$ cat config.mk
export PLATFORM = sky130hd
export DESIGN_NAME = adc_conversion_sequencer
export DESIGN_NICKNAME = d
export VERILOG_FILES = /design/src/adc_conversion_sequencer.v
export VERILOG_INCLUDE_DIRS = /design/src /design/src/pkg
export SDC_FILE = /design/constraint.sdc
export NUM_CORES = 1
export LEC_CHECK = 0
export BUFFER_PORTS_ARGS = -buffer_cell sky130_fd_sc_hd__buf_2
export CAP_MARGIN = 20
export CORE_UTILIZATION = 52
export CTS_CLUSTER_SIZE = 10
export DETAILED_ROUTE_END_ITERATION = 12
export PLACE_DENSITY = 0.8
export SYNTH_ARGS = -nofsm -noshare
export SYNTH_HDL_FRONTEND = slang
export SYNTH_SLANG_ARGS = --single-unit
$ cat constraint.sdc
create_clock -name ref_clk -period 2.39 [get_ports ref_clk]
set_input_delay 0.478 -clock ref_clk [delete_from_list [all_inputs] [get_ports ref_clk]]
set_output_delay 0.478 -clock ref_clk [all_outputs]
set_load 0.03 [all_outputs]
$ cat src/pkg/adc_seq_map.vh
// register offsets, field positions, reset values and timing counts of the conversion sequencer
`ifndef ADC_SEQ_MAP_VH
`define ADC_SEQ_MAP_VH
`define CTRL_OFS 8'h00
`define TRIG_OFS 8'h04
`define CHAN_OFS 8'h08
`define STAT_OFS 8'h0C
`define RES_OFS 8'h10
`define PREV_OFS 8'h14
`define ACC_OFS 8'h18
`define ERR_OFS 8'h1C
`define THR_OFS 8'h20
`define SLEEP_OFS 8'h24
`define CTL_ON 0
`define CTL_GO 1
`define CTL_CONT 2
`define CTL_JUST 3
`define CTL_CLKSEL 4
`define CTL_PSIS 5
`define CTL_DSEN 6
`define CTL_IRQEN 7
`define ST_DONE 0
`define ST_MATH 1
`define ST_THR 2
`define ST_BUSY 3
`define ST_PEND 4
`define ST_PDOWN 5
`define CTRL_RST 8'h00
`define TRIG_RST 5'h00
`define CLK_DIV_DEF 8
`define RC_DIV_DEF 20
`define HALF_TAD_PER_CONV 5'd23
`endif

$ cat src/adc_conversion_sequencer.v
// conversion sequencer with axi4-lite register slave, trigger decode and sleep handling
// Operation
// - done flag sets at end of every conversion, regardless of interrupt enable.
// - conversions run during sleep only with the rc clock selected.
// - converter interrupt raised during sleep acts as a wake-up event.
// - 10-bit result read left or right justified per justify select bit.
// - converter stays inactive unless converter-on bit is one.
// - conversion starts on go write, selected auto-trigger, or continuous retrigger.
// - on completion old result moves to previous result when select is zero.
// - completion clears go unless continuous, sets done and math flags, updates accumulator.
// - error computed and threshold flag set if result exceeds threshold, each conversion, or every second with double.
// - clearing go mid-conversion aborts it and keeps the previous result.
// - reset returns all registers to defaults, converter off, conversion cancelled.
// - with rc clock the start is delayed by one extra instruction cycle.
// - sleep completion wakes if irq enabled, else powers down with on bit kept.
// - auto-trigger in sleep with rc clock runs the conversion and sets done.
// - auto-trigger in sleep with other clock is held pending until wake.
// - go bit sets on each rising edge of the selected trigger source.
// - trigger code 0 disables, 1 selects pin, up to 01110 peripheral sources.
// - 11111 channel write, 11101 result high read, 11100 error high read; others reserved.
// - converter clock is rc clock when clock select is one, else divided system clock.
// - one conversion takes 11.5 bit-conversion periods.
//
// The AXI4-Lite interface to the registers and the address map were left to the implementer.
`timescale 1ns/10ps
`include "adc_seq_map.vh"
module adc_conversion_sequencer #(
    parameter CLK_DIV = `CLK_DIV_DEF,
    parameter RC_DIV = `RC_DIV_DEF
) (
    // clock and reset
    input wire ref_clk,
    input wire rst_n,
    // axi4-lite write address and data
    input wire [7:0] s_awaddr,
    input wire s_awvalid,
    output wire s_awready,
    input wire [31:0] s_wdata,
    input wire [3:0] s_wstrb,
    input wire s_wvalid,
    output wire s_wready,
    output reg [1:0] s_bresp,
    output reg s_bvalid,
    input wire s_bready,
    // axi4-lite read
    input wire [7:0] s_araddr,
    input wire s_arvalid,
    output wire s_arready,
    output reg [31:0] s_rdata,
    output reg [1:0] s_rresp,
    output reg s_rvalid,
    input wire s_rready,
    // analog core
    input wire [9:0] core_result,
    output reg core_sample,
    output reg core_powered,
    // trigger sources and system state
    input wire [14:1] trigger_src,
    input wire sleep_active,
    output wire wake_request,
    output wire conversion_irq
);
    localparam ST_IDLE = 3'b001;
    localparam ST_DELAY = 3'b010;
    localparam ST_CONV = 3'b100;

    reg [7:0] ctrl_reg;
    reg [4:0] auto_trigger_select;
    reg [5:0] channel_select;
    reg [9:0] result_value;
    reg [9:0] previous_result;
    reg [15:0] accumulator_value;
    reg [15:0] setpoint_error;
    reg [9:0] threshold_reg;
    reg conversion_done_flag;
    reg computation_done_flag;
    reg threshold_flag;
    reg pending_reg;
    reg pdown_reg;
    reg second_reg;
    reg [2:0] state_reg;
    reg [7:0] div_reg;
    reg [4:0] half_reg;
    reg [7:0] delay_reg;
    reg trig_prev_reg;
    reg aw_hold;
    reg w_hold;
    reg [7:0] aw_addr_reg;
    reg [31:0] w_data_reg;
    reg [3:0] w_strb_reg;

    wire converter_on = ctrl_reg[`CTL_ON];
    wire convert_go = ctrl_reg[`CTL_GO];
    wire clock_source_select = ctrl_reg[`CTL_CLKSEL];
    wire conversion_irq_enable = ctrl_reg[`CTL_IRQEN];

    // one bit-period half tick; rc clock is modelled as a fixed divider of ref_clk
    wire [7:0] div_max = clock_source_select ?
        RC_DIV[7:0] - 8'h01 :
        CLK_DIV[7:0] - 8'h01;
    wire half_tick = (div_reg == div_max);

    function [31:0] justify;
        input [9:0] v;
        input left;
        begin
            justify = left ? {16'h0000, v, 6'h00} : {22'h00_0000, v};
        end
    endfunction

    // picks the level of a hardware trigger source; codes without a source read low
    function pick_source;
        input [14:1] src;
        input [4:0] code;
        begin
            if (code == 5'h00 || code > 5'h0E)
                pick_source = 1'b0;
            else
                pick_source = src[code[3:0]];
        end
    endfunction

    // write channel: both address and data captured in either order
    wire wr_go = aw_hold && w_hold && !s_bvalid;
    assign s_awready = !aw_hold;
    assign s_wready = !w_hold;
    wire rd_go = s_arvalid && !s_rvalid;
    assign s_arready = !s_rvalid;
    wire ctrl_wr = wr_go && aw_addr_reg == `CTRL_OFS && w_strb_reg[0];
    wire stat_wr = wr_go && aw_addr_reg == `STAT_OFS && w_strb_reg[0];

    // trigger decode, software-event codes pulse on bus access
    reg trig_level;
    reg soft_event;
    always @* begin
        trig_level = 1'b0;
        soft_event = 1'b0;
        case (auto_trigger_select)
            5'h00: trig_level = 1'b0;
            5'h1F: soft_event = wr_go && aw_addr_reg == `CHAN_OFS;
            5'h1D: soft_event = rd_go && s_araddr == `RES_OFS;
            5'h1C: soft_event = rd_go && s_araddr == `ERR_OFS;
            default: trig_level = pick_source(trigger_src, auto_trigger_select);
        endcase
    end
    wire trig_event = (trig_level && !trig_prev_reg) || soft_event;
    // sleep with the system clock derived source: latch instead of starting
    wire hold_off = sleep_active && !clock_source_select;
    wire trig_start = converter_on && trig_event && !hold_off;
    wire pend_start = converter_on && pending_reg && !hold_off;
    // go is taken from the latched write data, not from the live bus lines
    wire sw_go = ctrl_wr && w_data_reg[`CTL_GO] && !convert_go;
    wire sw_abort = ctrl_wr && !w_data_reg[`CTL_GO];
    wire complete = state_reg == ST_CONV && half_tick && half_reg == 5'd0;
    wire retrigger = complete && ctrl_reg[`CTL_CONT];
    wire start_req = (trig_start || pend_start || sw_go || retrigger) &&
        converter_on;
    wire [15:0] diff = {6'h00, core_result} - {6'h00, threshold_reg};
    wire err_due = !ctrl_reg[`CTL_DSEN] || second_reg;

    assign conversion_irq = conversion_done_flag && conversion_irq_enable;
    assign wake_request = sleep_active && conversion_irq;

    always @(posedge ref_clk or negedge rst_n) begin
        if (!rst_n) begin
            ctrl_reg <= `CTRL_RST;
            auto_trigger_select <= `TRIG_RST;
            channel_select <= 6'h00;
            threshold_reg <= 10'h000;
            result_value <= 10'h000;
            previous_result <= 10'h000;
            accumulator_value <= 16'h0000;
            setpoint_error <= 16'h0000;
            conversion_done_flag <= 1'b0;
            computation_done_flag <= 1'b0;
            threshold_flag <= 1'b0;
            pending_reg <= 1'b0;
            pdown_reg <= 1'b0;
            second_reg <= 1'b0;
            state_reg <= ST_IDLE;
            div_reg <= 8'h00;
            half_reg <= 5'd0;
            delay_reg <= 8'h00;
            trig_prev_reg <= 1'b0;
            core_sample <= 1'b0;
            core_powered <= 1'b0;
            aw_hold <= 1'b0;
            w_hold <= 1'b0;
            aw_addr_reg <= 8'h00;
            w_data_reg <= 32'h0000_0000;
            w_strb_reg <= 4'h0;
            s_bvalid <= 1'b0;
            s_bresp <= 2'b00;
            s_rvalid <= 1'b0;
            s_rresp <= 2'b00;
            s_rdata <= 32'h0000_0000;
        end else begin
            trig_prev_reg <= trig_level;
            div_reg <= half_tick ? 8'h00 : div_reg + 8'h01;
            if (s_awvalid && !aw_hold) begin
                aw_hold <= 1'b1;
                aw_addr_reg <= s_awaddr;
            end
            if (s_wvalid && !w_hold) begin
                w_hold <= 1'b1;
                w_data_reg <= s_wdata;
                w_strb_reg <= s_wstrb;
            end
            if (s_bvalid && s_bready)
                s_bvalid <= 1'b0;
            if (s_rvalid && s_rready)
                s_rvalid <= 1'b0;
            if (wr_go) begin
                aw_hold <= 1'b0;
                w_hold <= 1'b0;
                s_bvalid <= 1'b1;
                s_bresp <= 2'b00;
                case (aw_addr_reg)
                    `CTRL_OFS: if (w_strb_reg[0]) ctrl_reg <= w_data_reg[7:0];
                    `TRIG_OFS: if (w_strb_reg[0]) auto_trigger_select <= w_data_reg[4:0];
                    `CHAN_OFS: if (w_strb_reg[0]) channel_select <= w_data_reg[5:0];
                    `THR_OFS: threshold_reg <= w_data_reg[9:0];
                    `STAT_OFS: ;
                    default: s_bresp <= 2'b10;
                endcase
            end
            // write-one-to-clear flags; the hardware set later in this block wins
            if (stat_wr) begin
                if (w_data_reg[`ST_DONE]) conversion_done_flag <= 1'b0;
                if (w_data_reg[`ST_MATH]) computation_done_flag <= 1'b0;
                if (w_data_reg[`ST_THR]) threshold_flag <= 1'b0;
            end
            if (rd_go) begin
                s_rvalid <= 1'b1;
                s_rresp <= 2'b00;
                case (s_araddr)
                    `CTRL_OFS: s_rdata <= {24'h00_0000, ctrl_reg};
                    `TRIG_OFS: s_rdata <= {27'h000_0000, auto_trigger_select};
                    `CHAN_OFS: s_rdata <= {26'h000_0000, channel_select};
                    `STAT_OFS: s_rdata <= {26'h000_0000, pdown_reg, pending_reg,
                        state_reg != ST_IDLE, threshold_flag, computation_done_flag,
                        conversion_done_flag};
                    `RES_OFS: s_rdata <= justify(result_value, ctrl_reg[`CTL_JUST]);
                    `PREV_OFS: s_rdata <= justify(previous_result, ctrl_reg[`CTL_JUST]);
                    `ACC_OFS: s_rdata <= {16'h0000, accumulator_value};
                    `ERR_OFS: s_rdata <= {16'h0000, setpoint_error};
                    `THR_OFS: s_rdata <= {22'h00_0000, threshold_reg};
                    `SLEEP_OFS: s_rdata <= {31'h0000_0000, sleep_active};
                    default: begin
                        s_rdata <= 32'h0000_0000;
                        s_rresp <= 2'b10;
                    end
                endcase
            end
            // pending trigger: single bit so repeats merge
            if (trig_event && converter_on && hold_off)
                pending_reg <= 1'b1;
            else if (pend_start && state_reg == ST_IDLE)
                pending_reg <= 1'b0;
            if (!sleep_active)
                pdown_reg <= 1'b0;
            // a fresh start lifts a sleep power-down at once, so sampling never runs unpowered
            if (state_reg == ST_IDLE && start_req)
                core_powered <= 1'b1;
            else
                core_powered <= converter_on && !pdown_reg;
            case (state_reg)
                ST_IDLE: begin
                    core_sample <= 1'b0;
                    if (start_req) begin
                        ctrl_reg[`CTL_GO] <= 1'b1;
                        pdown_reg <= 1'b0;
                        if (clock_source_select) begin
                            delay_reg <= 8'h00;
                            state_reg <= ST_DELAY;
                        end else begin
                            // bit clock restarts with each conversion so its length never drifts
                            div_reg <= 8'h00;
                            core_sample <= 1'b1;
                            half_reg <= `HALF_TAD_PER_CONV - 5'd1;
                            state_reg <= ST_CONV;
                        end
                    end
                end
                ST_DELAY: begin
                    delay_reg <= delay_reg + 8'h01;
                    if (!converter_on || sw_abort) begin
                        state_reg <= ST_IDLE;
                    end else if (delay_reg == 8'h03) begin
                        div_reg <= 8'h00;
                        core_sample <= 1'b1;
                        half_reg <= `HALF_TAD_PER_CONV - 5'd1;
                        state_reg <= ST_CONV;
                    end
                end
                ST_CONV: begin
                    core_sample <= 1'b1;
                    // abort drops the partial value; the result registers keep the last one
                    if (!converter_on || sw_abort) begin
                        core_sample <= 1'b0;
                        state_reg <= ST_IDLE;
                    end else if (hold_off) begin
                        core_sample <= 1'b0;
                        state_reg <= ST_IDLE;
                        pending_reg <= 1'b1;
                    end else if (complete) begin
                        if (!ctrl_reg[`CTL_PSIS])
                            previous_result <= result_value;
                        result_value <= core_result;
                        conversion_done_flag <= 1'b1;
                        computation_done_flag <= 1'b1;
                        accumulator_value <= accumulator_value + {6'h00, core_result};
                        second_reg <= ctrl_reg[`CTL_DSEN] ? !second_reg : 1'b0;
                        if (err_due) begin
                            setpoint_error <= diff;
                            if (core_result > threshold_reg) begin
                                threshold_flag <= 1'b1;
                            end
                        end
                        if (!ctrl_reg[`CTL_CONT]) begin
                            ctrl_reg[`CTL_GO] <= 1'b0;
                            core_sample <= 1'b0;
                            state_reg <= ST_IDLE;
                            if (sleep_active && !conversion_irq_enable)
                                pdown_reg <= 1'b1;
                        end else begin
                            // sample drops for one cycle so each conversion is its own pulse
                            core_sample <= 1'b0;
                            div_reg <= 8'h00;
                            half_reg <= `HALF_TAD_PER_CONV - 5'd1;
                        end
                    end else if (half_tick) begin
                        half_reg <= half_reg - 5'd1;
                    end
                end
                default: state_reg <= ST_IDLE;
            endcase
        end
    end
endmodule

==> impl_metrics.tcl, run 1 <==
set metrics [dict create \
    synth_cells 827 \
    dpl.cell_count 1202 \
    ys_seq_area_share_pct 45.8 \
    ir_worst_vdd_uv 819 \
    min_period_over_period_pct 109 \
    synth_edf_count 0 \
    first_global_vias 7127 \
    die_h_um 128 \
    final_nets 1137 \
    viasPerCell 6.05 \
    ys_async_sr_fraction_pct 100 \
    drive_gt1_share_pct 35.8 \
    hold-worst-slack_ns 0.217 \
    die-width_um 128 \
    crit_path_start_kind "register" \
    cts-buffers-inserted 17 \
    maxSlewHeadroom_pct 54.2 \
    timing.max_cap.violations 0 \
    hold_path_class "input port to register" \
    synth-main-ff-cell "dfrtp_1" \
    yosys-top-cells-area "dfrtp_1 (46%), mux2_2 (7.4%), nand2_1 (4.9%), o21ai_0 (4.3%), ha_1 (3.5%)" \
    p_per_area_nw_per_um2 808 \
    mostFrequentLayoutCell "dfrtp_1" \
    sw_frac_of_total_pct 34.2 \
    clock-root-buffer "clkbuf_16" \
    grt_max_degree 58 \
    p_comb_share_pct 31.2 \
    yosysTopAreaCell "dfrtp_1" \
    p_clk_share_pct 29.8 \
    layout_common_cells "dfrtp_1 (149), buf_4 (117), nand2_1 (103)" \
    drc_errors 0 \
    finalSetupViolCount 20 \
    post-place-ws_ns -0.443 \
    fin_skew_ns 0.0102 \
    overflow 0 \
    area_delta_synth_final_pct 30.4 \
    cts_sinks 150 \
    maxSlewViolCount 0 \
    cts_tree "yes" \
    status "finished, violations left" \
    crit_fanout 5 \
    power_frac_seq_pct 39.1 \
    worstMarginPinSlew_ns 0.685 \
    drtIter0Drc 861 \
    gp_congestion 0.936 \
    fin_tns_setup_ns -1.86 \
    worst_slack_ns -0.216 \
    synthDistinctLibCells 75 \
    rows 45 \
    synth_area_um2 8190 \
    critPathKind "register to register" \
    coreArea_um2 15300 \
    p_int_mw 5.67 \
    start_util_pct 53.5 \
    critPathArrivalTime_ns 2.92 \
    post-dp-hpwl_mm 16.2 \
    grt_pass1_wl_mm 36.3 \
    crit_required_ns 2.70 \
    antenna_found_initial 0 \
    io-pin-count 129 \
    finalNonFillerCells 1252 \
    violations "setup timing" \
    htreeDepth 4 \
    stdcell_area_um2 10700 \
    yosysTopAreaCellShare_pct 45.5 \
    finalHoldViolCount 0 \
    grtUsageTotal_pct 29.2 \
    antenna_left 0 \
    multi_input_area_um2 4480 \
    ctsLongestPathBuffers 2 \
    fill_cells 1096 \
    avgSynthCellArea_um2 9.90 \
    io_buffers 85 \
    clkLatencyLatePin_ns 0.43 \
    routed_wl_mm 24.5 \
    rsz0062_at_grt "true" \
    die_area_um2 16300 \
    antenna-diode-count 0 \
    total_leakage_power_nw 5.07 \
    clk_pin_slew_ns 0.06 \
    placed_cell_area_um2 9590 \
    vias 7580 \
    max_freq_mhz 384 \
    worst_setup_path_end_kind "register" \
    fin_crit_ns 2.61 \
    seq_area_um2 3750 \
    power.switching_mw 2.95 \
    largestRegisters "accumulator_value x16, s_rdata x16, setpoint_error x11" \
    yosys_warnings 0 \
    ys_ff_latch 150 \
    routedWlPerCell_um 19.5 \
    drtPass1Iterations 7 \
]
power by group through the flow:
stage	registers [mW]	clock network (mW)	logic, mW
detailed placement	3.36	0	2.31
finish	3.37	2.57	2.69
CTS	3.33	2.57	2.43
floorplan	3.34	0	1.30
global placement	3.33	0	2.22
global route	3.40	2.69	2.89
final timing paths:
check	end	slack (ns)	cells after the start	start
setup / recovery	delay_reg[3]	-0.22	10	auto_trigger_select[0]
hold / removal	s_bvalid	0.22	2	s_bready
setup reg to reg	delay_reg[3]	-0.22	10	auto_trigger_select[0]
hold reg to reg	s_rdata[11]	0.47	2	s_rdata[11]
max in group asynchronous	threshold_reg[0]	1.15	3	rst_n
min in group asynchronous	w_data_reg[8]	0.53	2	rst_n
final cells by class:
| class | count | share of cell area, % |
|---|---|---|
| multi-input cells | 609 | 42.0 |
| flip-flops and latches | 150 | 35.2 |
| inverters | 35 | 1.23 |
| well taps | 211 | 2.47 |
| clock inverters | 14 | 1.20 |
| repair buffers | 215 | 14.0 |
| clock buffers | 18 | 4.02 |
cells in the mapped netlist, types with 4 or more instances:
cell type  count
o21a_1         4
or3_1          4
dfrtp_1      149
a21o_1        10
mux2_2        54
xor2_1        17
a211oi_1       4
or2_2          5
o31ai_1        9
and3_1         7
or4_1          6
nor4_1         4
mux2i_1        9
xnor2_1        7
o21ai_0       70
ha_1          23
nor2_1        43
nor3b_1        5
a21oi_1       23
nand2b_1      14
a22oi_1       18
a22o_1        11
nand2_1      106
a222oi_1      11
clkbuf_1      31
and2_1         7
nand4_1        9
buf_4         18
nor3_1        18
a31oi_1        6
nor2b_1        8
nand3_1       25
inv_1         35
per-layer routing:
metal / track usage (%) / up-vias / wire, um
li1: - / 3377 / -
met1: 37.8 / 3649 / 9750
met2: 47.1 / 455 / 11600
met3: 6.16 / 99 / 2180
met4: 13.9 / 0 / 980
met5: 0 / - / 0
logic make-up (layout without fill, tap and decap cells):
| family | count (synthesis) | in the layout | share of synthesized area [%] |
|---|---|---|---|
| buffers and inverters | 85 | 282 | 4.81 |
| muxes | 66 | 66 | 9.30 |
| other | 1 | 18 | 0.0458 |
| DFF | 150 | 150 | 45.8 |
| AOI/OAI and AO/OA | 196 | 196 | 16.1 |
| and+or+nand+nor | 280 | 280 | 17.4 |
| adders and majority gates | 25 | 25 | 4.00 |
| xor gates and xnor gates | 24 | 24 | 2.57 |
per-stage QoR:
stage                     utilization (%)  power, mW
after floorplan                         -       4.64
after global placement               62.6       5.55
after detailed placement             62.6       5.68
after CTS                            67.8       8.33
after global routing                 69.7       8.99
final                                69.7       8.63
what timing repair did:
action | CTS | global route
hold endpoints to repair | 37 | 0
hold buffers | 1 | 0
setup buffers | 8 | 11
cloned | 0 | 1
pin swaps | 20 | 28
setup endpoints to repair | 55 | 55
resized for setup | 30 | 53
worst max-delay path, cell delays in order, from the launching register on:
cell and delay [ns]:
dfrtp_1 0.41, buf_4 0.14, buf_4 0.15, nor2b_1 0.31
a221oi_4 0.12, o22ai_4 0.21, nor3b_4 0.29, nor4_2 0.09
buf_4 0.16, or4b_4 0.48, mux2i_1 0.13
Power figures use the tool's default switching activity.
==> run 2: changes to the inputs <==
- PLACE_DENSITY: 0.8 -> 0.78
==> impl_metrics.tcl, run 2 (synthesis results as in run 1) <==
set metrics [dict create \
    critPathKind "register to register" \
    io-pin-count 129 \
    p_comb_share_pct 29.9 \
    rows 45 \
    max_freq_mhz 383 \
    finalSetupViolCount 59 \
    violations "setup timing" \
    drc_errors 0 \
    cts_sinks 150 \
    power_mw 8.42 \
    r2r-end "half_reg[1]" \
    p_per_area_nw_per_um2 775 \
    die-width_um 128 \
    crit_path_start_kind "register" \
    power.switching_mw 2.88 \
    clkLatencyLatePin_ns 0.43 \
    critPathArrivalTime_ns 2.93 \
    drtPass1Iterations 8 \
    overflow 0 \
    cp_slowest_cell "or4_4" \
    start_util_pct 53.5 \
    timing.critical_path.buf_inv 0 \
    crit_required_ns 2.71 \
    finalHoldViolCount 0 \
    clock-root-buffer "clkbuf_16" \
    status "finished, violations left" \
    antenna_found_initial 0 \
    grtUsageTotal_pct 27.8 \
    timing.max_cap.violations 0 \
    die_h_um 128 \
    fin_crit_ns 2.61 \
    crit_chain "or4_4, nor4_4, nand3b_1, o21ai_2, or2_1, o211ai_1, mux2_4" \
    first_global_vias 6925 \
    viasPerCell 5.95 \
    rsz0062_at_grt "true" \
    r2r_start "aw_addr_reg[6]" \
    largestRegisters "accumulator_value x16, s_rdata x16, setpoint_error x11" \
    total_leakage_power_nw 5.15 \
    crit_cells 7 \
    ctsLongestPathBuffers 2 \
    crit_fanout 4 \
    holdBufCountCts 0 \
    reg2reg_depth 7 \
    drtIter0Drc 759 \
    power_frac_seq_pct 40.1 \
    grt_max_degree 56 \
    reg2reg_slack_ns -0.22 \
    cp-startpoint "aw_addr_reg[6]" \
    worst_slack_ns -0.219 \
    layout_common_cells "dfrtp_1 (148), buf_4 (117), nand2_1 (92)" \
    hold_path_class "input port to async pin" \
    vias 7503 \
    fill_cells 1077 \
    drive_gt1_share_pct 37.3 \
    critical_path.max_stage_delay_ns 0.57 \
    coreArea_um2 15300 \
    routed_wl_mm 23.7 \
    post-dp-hpwl_mm 15.8 \
    routedWlPerCell_um 18.8 \
    seq_area_um2 3760 \
    mostFrequentLayoutCell "dfrtp_1" \
    p_clk_share_pct 30.0 \
    worst_setup_path_end_kind "register" \
    cts-buffers-inserted 17 \
    min_period_over_period_pct 109 \
    maxSlewHeadroom_pct 55.3 \
    cts_tree "yes" \
    io_buffers 85 \
    sw_frac_of_total_pct 34.2 \
    gp_congestion 0.911 \
    die_area_um2 16300 \
    htreeDepth 4 \
    crit_end "half_reg[1]" \
    worstMarginPinSlew_ns 0.669 \
    crit_family "simple AND/OR/NAND/NOR gates" \
    antenna-diode-count 0 \
    fin_skew_ns 0.00964 \
    p_int_mw 5.54 \
    placed_cell_area_um2 9640 \
    antenna_left 0 \
    maxSlewViolCount 0 \
    ir_worst_vdd_uv 780 \
    grt_pass1_wl_mm 34.8 \
    stdcell_area_um2 10900 \
    final_nets 1145 \
    area_delta_synth_final_pct 32.6 \
    multi_input_area_um2 4520 \
    clk_pin_slew_ns 0.07 \
]
## run 2: power by group through the flow
stage               combinational, mW  sequential [mW]  clock (mW)
floorplan                        1.30             3.34           0
global placement                 2.19             3.34           0
detailed placement               2.26             3.37           0
CTS                              2.36             3.34        2.54
global route                     2.73             3.42        2.67
finish                           2.52             3.37        2.53
## run 2: area by class of cell
cell class | count | area share, %
Clock inverter | 14 | 1.08
Tap cell | 211 | 2.43
Sequential cell | 150 | 34.6
Clock buffer | 18 | 4.04
Inverter | 35 | 1.21
Timing Repair Buffer | 222 | 15.1
Multi-Input combinational cell | 610 | 41.6
## run 2: per-layer routing
| metal | wire [um] | part of all wire (%) | GRT usage, % | up-vias |
|---|---|---|---|---|
| met5 | 0 | 0 | 0 | - |
| met4 | 779 | 3.3 | 9.73 | 0 |
| met3 | 1900 | 8.0 | 4.77 | 68 |
| met2 | 11300 | 48 | 45.2 | 387 |
| met1 | 9730 | 41 | 37.5 | 3650 |
| li1 | - | - | - | 3398 |
## run 2: worst min-delay path by stage
| stage | cells past startpoint | end | slack [ns] |
|---|---|---|---|
| after global placement | 1 | s_rdata[8] | 0.45 |
| after CTS | 1 | setpoint_error[1] | 0.03 |
| after detailed placement | 1 | s_rdata[8] | 0.46 |
| final | 1 | accumulator_value[4] | 0.01 |
| after global routing | 1 | threshold_reg[8] | 0.04 |
| after floorplan | 0 | accumulator_value[0] | 0.18 |
## run 2: timing repair
action                                  CTS  global route
setup buffers                             4            21
gates resized for setup                  24            83
cloned                                    0             6
endpoints found under the setup margin   49            59
pin swaps                                21            36
## run 2: worst reg2reg max path, cell delays in order (launching register included)
cell,delay [ns]
dfrtp_1,0.40
or4_4,0.57
nor4_4,0.41
nand3b_1,0.22
o21ai_2,0.10
or2_1,0.27
o211ai_1,0.17
mux2_4,0.34
## run 2: stage by stage
| step | utilization [%] | instances | setup slack (ns) | TNS (ns) | hold slack (ns) |
|---|---|---|---|---|---|
| floorplan | - | 844 | -0.118 | -0.118 | 0.182 |
| global placement | 62.9 | 1203 | -0.248 | -5.06 | 0.454 |
| detailed placement | 62.9 | 1203 | -0.416 | -8.14 | 0.461 |
| CTS | 67.6 | 1238 | -0.189 | -1.24 | 0.0288 |
| global route | 70.9 | 1260 | -0.297 | -8.84 | 0.0431 |
| finish | 70.9 | 1260 | -0.219 | -3.76 | 0.0119 |
